$ cat config.mk
export PLATFORM = sky130hd
export DESIGN_NAME = asc_sequencer
export DESIGN_NICKNAME = d
export VERILOG_FILES = /design/src/core/asc_sequencer.v /design/src/core/asc_sar_step.v
export VERILOG_INCLUDE_DIRS = /design/src /design/src/pkg
export SDC_FILE = /design/constraint.sdc
export NUM_CORES = 1
export LEC_CHECK = 0
export ABC_AREA = 0
export CORE_UTILIZATION = 55
export CTS_CLUSTER_SIZE = 8
export DETAILED_ROUTE_END_ITERATION = 6
export DONT_BUFFER_PORTS = 1
export GPL_TIMING_DRIVEN = 0
export PLACE_DENSITY = 0.79
export SLEW_MARGIN = 25
export SYNTH_ARGS = -nofsm -noshare
export SYNTH_HDL_FRONTEND = slang
export SYNTH_SLANG_ARGS = --single-unit
$ cat constraint.sdc
create_clock -name ref_clk -period 2.5 [get_ports ref_clk]
set_input_delay 0.125 -clock ref_clk [delete_from_list [all_inputs] [get_ports ref_clk]]
set_output_delay 0.125 -clock ref_clk [all_outputs]
set_load 0.01 [all_outputs]
$ cat src/pkg/asc_defines.vh
// Constants for the converter sequencer: modes, start sources, timing.
// Assumes inclusion by bare name from the design files.
`ifndef ASC_DEFINES_VH
`define ASC_DEFINES_VH

// Conversion modes
`define ASC_MODE_FIXED_SINGLE 2'h0
`define ASC_MODE_FIXED_CONT 2'h1
`define ASC_MODE_SCAN_SINGLE 2'h2

// Start sources
`define ASC_START_TIMER 2'h0
`define ASC_START_IMMEDIATE 2'h1
`define ASC_START_EDGE 2'h2

// Data width and channel count
`define ASC_DATA_BITS 8
`define ASC_CHANNELS 4

// Converter clock divider default and result reset code
`define ASC_CLK_DIV 3
`define ASC_RESET_CODE 8'h00

`endif

$ cat src/core/asc_sequencer.v
// Converter sequencer: channel choice, start sources, result storage, completion.
// Assumes an external mux, sample-and-hold and comparator; cmpHigh is asynchronous.
// Overview of operation
// - Eight-bit results from four muxed inputs, one bit per approximation step.
// - Approximation register drives DAC code; comparator decision settles each bit.
// - Fixed single mode converts selected input once into its own result register.
// - Fixed single mode flags interrupt, if enabled, after that conversion.
// - Fixed continuous mode fills four result registers in turn, then wraps.
// - Fixed continuous mode interrupts once per four completed conversions.
// - Continuous conversion runs until software stops it.
// - Auto scan converts each selected input once into its own register.
// - Auto scan interrupts only after all selected inputs are converted.
// - Auto scan with one input selected behaves as fixed single mode.
// - Start by timer trigger, software request, or chosen input edge.
`include "asc_defines.vh"
module asc_sequencer #(
    parameter CLK_DIV = `ASC_CLK_DIV
) (
    // Clock and reset
    input wire ref_clk,
    input wire rst,
    // Configuration
    input wire [1:0] convMode,
    input wire [1:0] startSrc,
    input wire [1:0] fixedChan,
    input wire [3:0] scanMask,
    input wire edgeRising,
    input wire irqEnable,
    // Start and stop
    input wire swStart,
    input wire timerTrig,
    input wire startPin,
    input wire swStop,
    input wire doneClear,
    // Analog front end
    input wire cmpHigh,
    output reg [1:0] muxSel,
    output wire [7:0] dacCode,
    // Results and status
    output reg [7:0] result0,
    output reg [7:0] result1,
    output reg [7:0] result2,
    output reg [7:0] result3,
    output reg convDone,
    output reg convIrq,
    output wire busy
);
    localparam IDLE = 3'b001;
    localparam CONV = 3'b010;
    localparam NEXT = 3'b100;

    reg [2:0] state_q;
    reg [1:0] pinSync_q;
    reg [1:0] cmpSync_q;
    reg pinLast_q;
    reg [7:0] divCnt_q;
    reg [1:0] slot_q;
    reg [3:0] pending_q;
    reg sarStart;
    wire step;
    wire [7:0] sarResult;
    wire sarDone;
    wire pinEdge;
    wire trigger;

    // Lowest pending channel in a scan mask
    function [1:0] firstChan;
        input [3:0] m;
        begin
            if (m[0]) firstChan = 2'h0;
            else if (m[1]) firstChan = 2'h1;
            else if (m[2]) firstChan = 2'h2;
            else firstChan = 2'h3;
        end
    endfunction

    // Pin and comparator come from outside this clock, two flops each
    always @(posedge ref_clk or posedge rst) begin
        if (rst) begin
            pinSync_q <= 2'h0;
            cmpSync_q <= 2'h0;
            pinLast_q <= 1'b0;
        end else begin
            pinSync_q <= {pinSync_q[0], startPin};
            cmpSync_q <= {cmpSync_q[0], cmpHigh};
            pinLast_q <= pinSync_q[1];
        end
    end

    assign pinEdge = edgeRising ? (pinSync_q[1] & ~pinLast_q) : (~pinSync_q[1] & pinLast_q);
    // Choose the start source
    assign trigger = (startSrc == `ASC_START_TIMER) ? timerTrig :
                     (startSrc == `ASC_START_IMMEDIATE) ? swStart :
                     (startSrc == `ASC_START_EDGE) ? pinEdge : 1'b0;

    // Converter clock divider; each tick allows one approximation step.
    // Divider only runs mid-conversion so every conversion takes the same time.
    always @(posedge ref_clk or posedge rst) begin
        if (rst) begin
            divCnt_q <= 8'h00;
        end else if (state_q != CONV || divCnt_q == CLK_DIV[7:0] - 8'h01) begin
            divCnt_q <= 8'h00;
        end else begin
            divCnt_q <= divCnt_q + 8'h01;
        end
    end
    assign step = (state_q == CONV) && (divCnt_q == CLK_DIV[7:0] - 8'h01);

    asc_sar_step #(
        .WIDTH(`ASC_DATA_BITS)
    ) u_sar (
        .ref_clk(ref_clk),
        .rst(rst),
        .start(sarStart),
        .step(step),
        .cmpHigh(cmpSync_q[1]),
        .dacCode(dacCode),
        .result(sarResult),
        .done(sarDone)
    );

    assign busy = (state_q != IDLE);

    // Sequencer: starts, stores results, counts groups, raises completion
    always @(posedge ref_clk or posedge rst) begin
        if (rst) begin
            state_q <= IDLE;
            muxSel <= 2'h0;
            slot_q <= 2'h0;
            pending_q <= 4'h0;
            sarStart <= 1'b0;
            result0 <= `ASC_RESET_CODE;
            result1 <= `ASC_RESET_CODE;
            result2 <= `ASC_RESET_CODE;
            result3 <= `ASC_RESET_CODE;
            convDone <= 1'b0;
            convIrq <= 1'b0;
        end else begin
            sarStart <= 1'b0;
            convIrq <= 1'b0;
            if (doneClear) begin
                convDone <= 1'b0;
            end
            case (state_q)
                IDLE: begin
                    if (trigger) begin
                        slot_q <= 2'h0;
                        if (convMode == `ASC_MODE_SCAN_SINGLE) begin
                            if (scanMask != 4'h0) begin
                                pending_q <= scanMask;
                                muxSel <= firstChan(scanMask);
                                sarStart <= 1'b1;
                                state_q <= CONV;
                            end
                        end else begin
                            muxSel <= fixedChan;
                            sarStart <= 1'b1;
                            state_q <= CONV;
                        end
                    end
                end
                CONV: begin
                    if (swStop && convMode == `ASC_MODE_FIXED_CONT) begin
                        state_q <= IDLE;
                    end else if (sarDone) begin
                        // Store by channel, or by rotating slot when continuous
                        case ((convMode == `ASC_MODE_FIXED_CONT) ? slot_q : muxSel)
                            2'h0: result0 <= sarResult;
                            2'h1: result1 <= sarResult;
                            2'h2: result2 <= sarResult;
                            default: result3 <= sarResult;
                        endcase
                        state_q <= NEXT;
                    end
                end
                NEXT: begin
                    if (convMode == `ASC_MODE_FIXED_CONT) begin
                        slot_q <= slot_q + 2'h1;
                        if (slot_q == 2'h3) begin
                            convDone <= 1'b1;
                            convIrq <= irqEnable;
                        end
                        if (swStop) begin
                            state_q <= IDLE;
                        end else begin
                            sarStart <= 1'b1;
                            state_q <= CONV;
                        end
                    end else if (convMode == `ASC_MODE_SCAN_SINGLE &&
                                 (pending_q & ~(4'h1 << muxSel)) != 4'h0) begin
                        pending_q <= pending_q & ~(4'h1 << muxSel);
                        muxSel <= firstChan(pending_q & ~(4'h1 << muxSel));
                        sarStart <= 1'b1;
                        state_q <= CONV;
                    end else begin
                        pending_q <= 4'h0;
                        convDone <= 1'b1;
                        convIrq <= irqEnable;
                        state_q <= IDLE;
                    end
                end
                default: state_q <= IDLE;
            endcase
        end
    end
endmodule // asc_sequencer

$ cat src/core/asc_sar_step.v
// Successive approximation engine: one result bit per step.
// Assumes the comparator decision is already synchronised to ref_clk.
`include "asc_defines.vh"
module asc_sar_step #(
    parameter WIDTH = `ASC_DATA_BITS
) (
    // Clock and reset
    input wire ref_clk,
    input wire rst,
    // Control
    input wire start,
    input wire step,
    // Analog side
    input wire cmpHigh,
    output reg [WIDTH-1:0] dacCode,
    // Result
    output reg [WIDTH-1:0] result,
    output reg done
);
    reg [WIDTH-1:0] trialBit;
    reg busy;

    // Try each bit from the top; keep it if the sample is above the DAC level
    always @(posedge ref_clk or posedge rst) begin
        if (rst) begin
            dacCode <= {WIDTH{1'b0}};
            trialBit <= {WIDTH{1'b0}};
            result <= {WIDTH{1'b0}};
            busy <= 1'b0;
            done <= 1'b0;
        end else begin
            done <= 1'b0;
            if (start) begin
                trialBit <= {1'b1, {(WIDTH-1){1'b0}}};
                dacCode <= {1'b1, {(WIDTH-1){1'b0}}};
                busy <= 1'b1;
            end else if (busy && step) begin
                if (trialBit == {{(WIDTH-1){1'b0}}, 1'b1}) begin
                    result <= cmpHigh ? dacCode : (dacCode & ~trialBit);
                    busy <= 1'b0;
                    done <= 1'b1;
                end else begin
                    // Settle this bit from the comparator, then raise the next
                    dacCode <= (cmpHigh ? dacCode : (dacCode & ~trialBit))
                        | (trialBit >> 1);
                    trialBit <= trialBit >> 1;
                end
            end
        end
    end
endmodule // asc_sar_step

## Word level (Yosys, flattened, before mapping)

Cells that the tools add are included.

| word-level totals | value |
|---|---|
| register bits after elaboration | 85 |
| input port bits | 20 |
| output and inout port bits | 45 |
| logic and storage cells | 147 |

| cells by class | value |
|---|---|
| add/sub/neg operators | 2 |
| equality and inequality tests | 23 |
| shifts and indexed selects | 1 |
| multiplexer cells | 65 |
| bitwise gates (word level) | 12 |
| reductions and logical operators | 24 |

Operators with widths:

| kind | count |
|---|---|
| $mux W8 | 8 |
| $mux W2 | 14 |
| $mux W1 | 27 |
| $mux W4 | 5 |
| $mux W3 | 6 |
| $reduce_and A4 Y1 | 4 |
| $ne A2 B2 Y1 const B | 7 |
| $reduce_and A5 Y1 | 2 |
| $pmux W3 S3 | 1 |
| $reduce_and A3 Y1 | 3 |
| $add A8 B1 Y8 const B | 1 |
| $and A8 B8 Y8 | 1 |
| $eq A2 B2 Y1 const B | 4 |
| $eq A8 B1 Y1 const B | 1 |
| $eq A8 B2 Y1 const B | 1 |
| $not A8 Y8 | 1 |
| $or A8 B7 Y8 | 1 |
| $pmux W2 S2 | 2 |
| $pmux W4 S2 | 1 |
| $reduce_bool A4 Y1 | 2 |
| $eq A2 B1 Y1 const B | 3 |
| $ne A3 B1 Y1 const B | 2 |
| $reduce_bool A2 Y1 | 3 |
| $not A1 Y1 | 5 |
| 16 further kinds | 22 |

## Longest topological paths before layout

Gate-level depths: netlist (run 1).

| logic depth | value |
|---|---|
| depth in word-level cells | 9 |
| depth in mapped cells | 9 |
| gate-level depth less buffers | 7 |

## Hierarchy

From an unflattened synthesis (run 1), not the netlist that was laid out.

| unflattened totals | value |
|---|---|
| cells, all modules | 333 |
| area, all modules | 3886.2 um^2 |

Modules (own cells, without submodules):

| module | instances | cells each | area an instance (um^2) | sequential area each (um^2) |
|---|---|---|---|---|
| asc_sequencer | 1 | 228 | 2713.9 | 1477.7 |
| asc_sar_step | 1 | 105 | 1172.4 | 650.6 |

## Worst setup path before layout (run 1)

OpenSTA, ideal clock, no wires.

| timing | value |
|---|---|
| kind | reg-to-reg |
| start point | register divCnt_q[0] |
| end point | register u_sar.result[0] |
| library setup time | 125 ps |
| arrival | 1749 ps |
| data required time | 2375 ps |
| setup slack | 626 ps |
| cell stages (with the launch flop) | 9 |
| path buffers | 2 |
| period minus slack after synthesis | 1874 ps |
| cells stage by stage | dfrtp_1 -> inv_1 -> ha_1 -> nor4b_2 -> and4_1 -> buf_2 -> and2b_2 -> buf_4 -> mux2_2 |

| between the ends | value |
|---|---|
| longest elaborated chain between the ends | 4 |

Ends and longest elaborated chain:

| what | line | RTL |
|---|---|---|
| from (decl) | asc_sequencer.v:56 | `reg [7:0] divCnt_q;` |
| from (signal assigned) | asc_sequencer.v:104 | `divCnt_q <= divCnt_q + 8'h01;` |
| $eq A8 B2 Y1 | asc_sequencer.v:107 | `assign step = (state_q == CONV) && (divCnt_q == CLK_DIV[7:0] - 8'h01);` |
| $logic_and A1 B1 Y1 | asc_sequencer.v:107 |  |
| $logic_and A1 B1 Y1 | asc_sar_step.v:37 | `end else if (busy && step) begin` |
| $reduce_and A3 Y1 (no source line) | n/a |  |
| to (signal assigned) | asc_sar_step.v:28 | `result <= {WIDTH{1'b0}};` |
| to (signal assigned) | asc_sar_step.v:39 | `result <= cmpHigh ? dacCode : (dacCode & ~trialBit);` |
| to (decl) | asc_sar_step.v:17 | `output reg [WIDTH-1:0] result,` |

Every way passes these cells.
A chain may end at the register's enable or synchronous reset.

## Final worst setup path (run 1)

| timing | value |
|---|---|
| start point | register divCnt_q[0] |
| end point | register u_sar.result[1] |

The elaborated chain is that of the path after synthesis.

==> flow_summary.json, run 1 <==
{
  "die_x_um": 85.5,
  "setup_ws_ns": 0.341,
  "rows": 30,
  "start_util_pct": 56.7,
  "core_sq_um": 6760,
  "syn-instance-count": 331,
  "post_drt_wl_per_cell_um": 16.7,
  "die_area_sq_um": 7310,
  "cts_buffer_depth": 2,
  "slew_violations": 0,
  "min_period_ns": 2.16,
  "crit_fanout": 10,
  "antenna_found_initial": 0,
  "syn_area_per_cell_sq_um": 11.6,
  "synth_common_cells": "dfrtp_1, mux2_2, nand2_1",
  "power_density_nw_per_um2": 830,
  "drt_iter0_drc": 99,
  "ys_async_sr_fraction_pct": 100,
  "yosys-top-cells-area": "dfrtp_1, mux2_2, o21ai_0, nand2_1, nand2b_1",
  "grt_pass1_wl_mm": 12.4,
  "min_period_over_period_pct": 86.4,
  "clock.fmax_mhz": 463,
  "end_kind": "register",
  "cts.clk_slew.worst_paths_ns": 0.09,
  "htree_levels": 3,
  "placed_cell_area_sq_um": 3960,
  "seq_area_frac_synth_pct": 55.5,
  "cts_inserted_buffers": 9,
  "antennaDiodeCount": 0,
  "leakage_nw": 1.96,
  "grt_pass1_vias": 2624,
  "drcViolationCount": 0,
  "drive_gt1_share_pct": 21.8,
  "grt_max_degree": 47,
  "post_cts_buffers": 0,
  "insertion_delay_ns": 0.37,
  "yosysUniqueCellTypes": 56,
  "drv_cap": 0,
  "cts-root-buf": "clkbuf_8",
  "synth_area_leader_cell": "dfrtp_1",
  "startpoint_type": "register",
  "fin_worst_skew_ns": 0.0140,
  "crit_arrival_ns": 2.41,
  "syn_to_final_growth_pct": 10.7,
  "cts_resized": 0,
  "yosysWarnings": 0,
  "die_height_um": 85.5,
  "dr.pass1.iters": 4,
  "place.port_buffers": 0,
  "synth-edff-count": 0,
  "final_nets": 375,
  "ys_ff_latch": 85,
  "via_count": 2604,
  "hold_class": "in2reg",
  "ios": 65,
  "grtUsageTotal_pct": 21.9,
  "antenna_left": 0,
  "fin_area_sq_um": 4240,
  "cts-hold-fix-buffers": 9,
  "dpl_worst_slack_ns": 0.383,
  "routabilityCongestion": 0.910,
  "relSlewSlack_pct": 65.9,
  "synth_nets": 354,
  "run_status": "complete, no violations",
  "grt-ovfl-total": 0,
  "synth_top_area_share_pct": 54.8,
  "hold_violations": 0,
  "cts.sinks": 85,
  "path_class": "reg2reg",
  "synth_area_sq_um": 3830,
  "tightestPinTransition_ns": 0.511,
  "routed_via_density": 5.96,
  "cts_tree": "done",
  "peakVddDrop_mv": 0.344,
  "finalWirelength_mm": 7.29,
  "synth_top_flop_cell": "dfrtp_1",
  "setup_violations": 0,
  "rsz0062_at_grt": "false",
  "synth.most_common_cell": "dfrtp_1",
  "crit_required_ns": 2.75,
  "dpl.hpwl_mm": 5.21
}
layout make-up:
type | count | area (sq um)
Buffer | 12 | 63.8
Clock buffer | 9 | 124
Clock inverter | 7 | 73.8
Fill cell | 529 | 2510
Inverter | 12 | 47.5
Multi-Input combinational cell | 222 | 1600
Sequential cell | 85 | 2130
Tap cell | 80 | 100
Timing Repair Buffer | 10 | 110
metal layers:
layer	global-route usage [%]	up-vias	wire length [um]
li1	-	1214	-
met1	27.9	1316	3290
met2	34.8	60	3510
met3	5.74	14	315
met4	10.5	0	169
met5	0	-	0
report_power, final:
group          total (mW)  leakage (nW)  switching (mW)  internal [mW]
clock               0.960         0.101           0.564          0.395
sequential           1.77          1.12           0.236           1.54
combinational       0.787         0.737           0.425          0.362
total                3.52          1.96            1.23           2.29
metrics by stage:
stage | std cells | TNS, ns | utilization (%) | hold WS (ns) | total power [mW]
2_1_floorplan | 331 | 0 | - | 0.156 | 2.37
3_3_place_gp | 411 | -48.25 | 58.2 | 0.156 | 2.53
3_5_place_dp | 412 | 0 | 58.5 | 0.0698 | 2.56
4_1_cts | 437 | 0 | 62.8 | 0.0291 | 3.54
5_1_grt | 437 | 0 | 62.8 | 0.0690 | 3.72
6_report | 437 | 0 | 62.8 | 0.0591 | 3.52
cell usage in the layout, fill, tap and decap left out, types with 2 or more instances in the layout:
cell type / count
inv_1: 11
dfrtp_1: 84
a32o_1: 4
buf_2: 5
inv_6: 3
nor3b_1: 2
nand3b_1: 5
inv_8: 2
clkbuf_1: 4
nor2_4: 2
a22o_1: 4
o221ai_1: 2
xor2_1: 4
nand3_1: 11
nor2_1: 20
mux2i_1: 3
a21o_1: 4
ha_1: 3
dlygate4sd3_1: 9
mux2_2: 35
nor3_1: 3
nand2b_1: 15
a21oi_1: 7
or2_2: 3
and3_1: 3
o22ai_1: 2
a31o_2: 2
o31ai_1: 2
a21boi_0: 3
mux2i_4: 2
nor4_1: 3
nor2b_1: 6
o21ai_0: 23
nand2_1: 26
o211ai_1: 2
xnor2_1: 2
clkbuf_8: 9
cell families (layout without fill, tap and decap cells):
group           Yosys count  after routing  synth area share (%)
compound gates           63             63                  11.0
flops                    85             85                  55.5
buf+inv                  24             50                  2.84
xor+xnor                  6              6                  1.37
mux                      40             40                  12.2
fa+ha+maj                 3              3                 0.980
simple gates            110            110                  16.1
worst max-delay path, cell delays in order (launching register included):
cell and delay, ns:
dfrtp_1 0.43, inv_1 0.09, ha_1 0.15, nor4b_2 0.23
and4_1 0.22, buf_2 0.17, and2b_2 0.22, buf_4 0.19
mux2_2 0.35
flip-flops by register name, indices dropped and copies added (netlist names):
name / cells
u_sar.busy: 1
pending_q: 4
u_sar.result: 8
result2: 8
state_q: 3
u_sar.dacCode: 8
u_sar.done: 1
divCnt_q: 8
pinSync_q: 2
u_sar.trialBit: 8
sarStart: 1
convIrq: 1
muxSel: 2
convDone: 1
result1: 8
pinLast_q: 1
cmpSync_q: 2
result0: 8
slot_q: 2
result3: 8
worst paths after layout:
check,start,to,slack (ns),cells past startpoint
worst min-delay path,startSrc[0],sarStart,0.06,3
worst min register to register,cmpSync_q[0],cmpSync_q[1],0.36,0
worst max-delay path,divCnt_q[0],u_sar.result[1],0.34,8
max in group asynchronous,rst,result0[1],1.61,3
worst max register to register,divCnt_q[0],u_sar.result[1],0.34,8
min in group asynchronous,rst,pinSync_q[0],0.27,2
Power figures use the tool's default switching activity.
==> run 2: changes to the inputs <==
CTS_BUF_LIST = sky130_fd_sc_hd__clkbuf_2 sky130_fd_sc_hd__clkbuf_4 sky130_fd_sc_hd__clkbuf_8   (was default)
RECOVER_POWER = 100   (was default)
==> flow_summary.json, run 2 (synthesis results as in run 1) <==
{
  "final_core_util_pct": 62.4,
  "startpoint_type": "register",
  "hold_class": "in2reg",
  "dpl.hpwl_mm": 5.21,
  "cts-hold-fix-buffers": 9,
  "cts-root-buf": "clkbuf_8",
  "cts_buffer_depth": 2,
  "ios": 65,
  "hold_violations": 0,
  "rsz0062_at_grt": "false",
  "cts.sinks": 85,
  "grtUsageTotal_pct": 21.9,
  "insertion_delay_ns": 0.37,
  "die_x_um": 85.5,
  "placed_cell_area_sq_um": 3960,
  "core_sq_um": 6760,
  "final_common_cell": "dfrtp_1",
  "cts.clk_slew.worst_paths_ns": 0.09,
  "drv_cap": 1,
  "place.port_buffers": 0,
  "die_height_um": 85.5,
  "cts_tree": "done",
  "drt_iter0_drc": 132,
  "whs_ns": 0.0539,
  "final_nets": 375,
  "crit_required_ns": 2.75,
  "cts_resized": 0,
  "leakage_nw": 1.95,
  "violations": "max-capacitance violations, max-slew violations",
  "path_class": "reg2reg",
  "drcViolationCount": 0,
  "fin_area_sq_um": 4220,
  "antennaDiodeCount": 0,
  "min_period_over_period_pct": 88.3,
  "start_util_pct": 56.7,
  "dr.pass1.iters": 4,
  "end_kind": "register",
  "rows": 30,
  "peakVddDrop_mv": 0.344,
  "clock.fmax_mhz": 453,
  "finalWirelength_mm": 7.29,
  "relSlewSlack_pct": -4.30,
  "slew_violations": 40,
  "grt-ovfl-total": 0,
  "die_area_sq_um": 7310,
  "drive_gt1_share_pct": 19.6,
  "crit_arrival_ns": 2.46,
  "min_period_ns": 2.21,
  "power_density_nw_per_um2": 829,
  "crit_fanout": 10,
  "post_cts_buffers": 0,
  "grt_pass1_wl_mm": 12.4,
  "dpl.cell_count": 412,
  "cts_inserted_buffers": 9,
  "finalPower_mw": 3.50,
  "instances_no_fill": 437,
  "antenna_found_initial": 0,
  "setup_violations": 0,
  "grt_pass1_vias": 2624,
  "fin_worst_skew_ns": 0.0140,
  "via_count": 2601,
  "routed_via_density": 5.95,
  "grt_max_degree": 47,
  "syn_to_final_growth_pct": 9.99,
  "htree_levels": 3,
  "routabilityCongestion": 0.910,
  "antenna_left": 0,
  "tightestPinTransition_ns": 1.56,
  "post_drt_wl_per_cell_um": 16.7,
  "final_cell_mix": "dfrtp_1, mux2_2, nand2_1, o21ai_0, nor2_1",
  "run_status": "finished with violations"
}
[run 2: area by class of cell]
| class | instances | area (sq um) |
|---|---|---|
| multi-input combinational | 222 | 1570 |
| clock inverter | 7 | 73.8 |
| sequential | 85 | 2130 |
| inverter | 12 | 45.0 |
| clock buffer | 9 | 124 |
| buffer | 12 | 60.1 |
| timing repair buffer | 10 | 110 |
| tap | 80 | 100 |
| fill | 535 | 2540 |
[run 2: per-layer routing]
metal	global-route usage, %	vias up	routed length [um]
met2	34.8	62	3510
met5	0	-	0
met4	10.5	0	152
li1	-	1213	-
met1	27.9	1313	3280
met3	5.74	13	346
[run 2: final timing paths]
kind                                   start               to  slack (ns)  depth (start not counted)
worst max-delay path             divCnt_q[0]  u_sar.result[1]        0.29                          8
worst min-delay path             startSrc[0]         sarStart        0.05                          3
worst max register to register   divCnt_q[0]  u_sar.result[1]        0.29                          8
worst min register to register  cmpSync_q[0]     cmpSync_q[1]        0.36                          0
max in group asynchronous                rst       result0[1]        0.90                          3
min in group asynchronous                rst     pinSync_q[0]        0.68                          2
[run 2: per-stage QoR]
step                      worst slack (ns)  TNS [ns]
after floorplan                      0.183         0
after global placement              -0.581    -48.25
after detailed placement             0.383         0
after CTS                            0.355         0
after global routing                 0.120         0
final                                0.292         0
[run 2: where the power goes]
| group | switching (mW) | internal [mW] |
|---|---|---|
| registers | 0.233 | 1.53 |
| logic | 0.419 | 0.350 |
| clock network | 0.564 | 0.395 |
[run 2: worst max-delay path, cell delays in order (launching register included)]
cell     delay [ns]
dfrtp_1        0.43
inv_1          0.08
ha_1           0.15
nor4b_2        0.23
and4_1         0.22
buf_2          0.17
and2b_1        0.25
buf_4          0.21
mux2_2         0.35
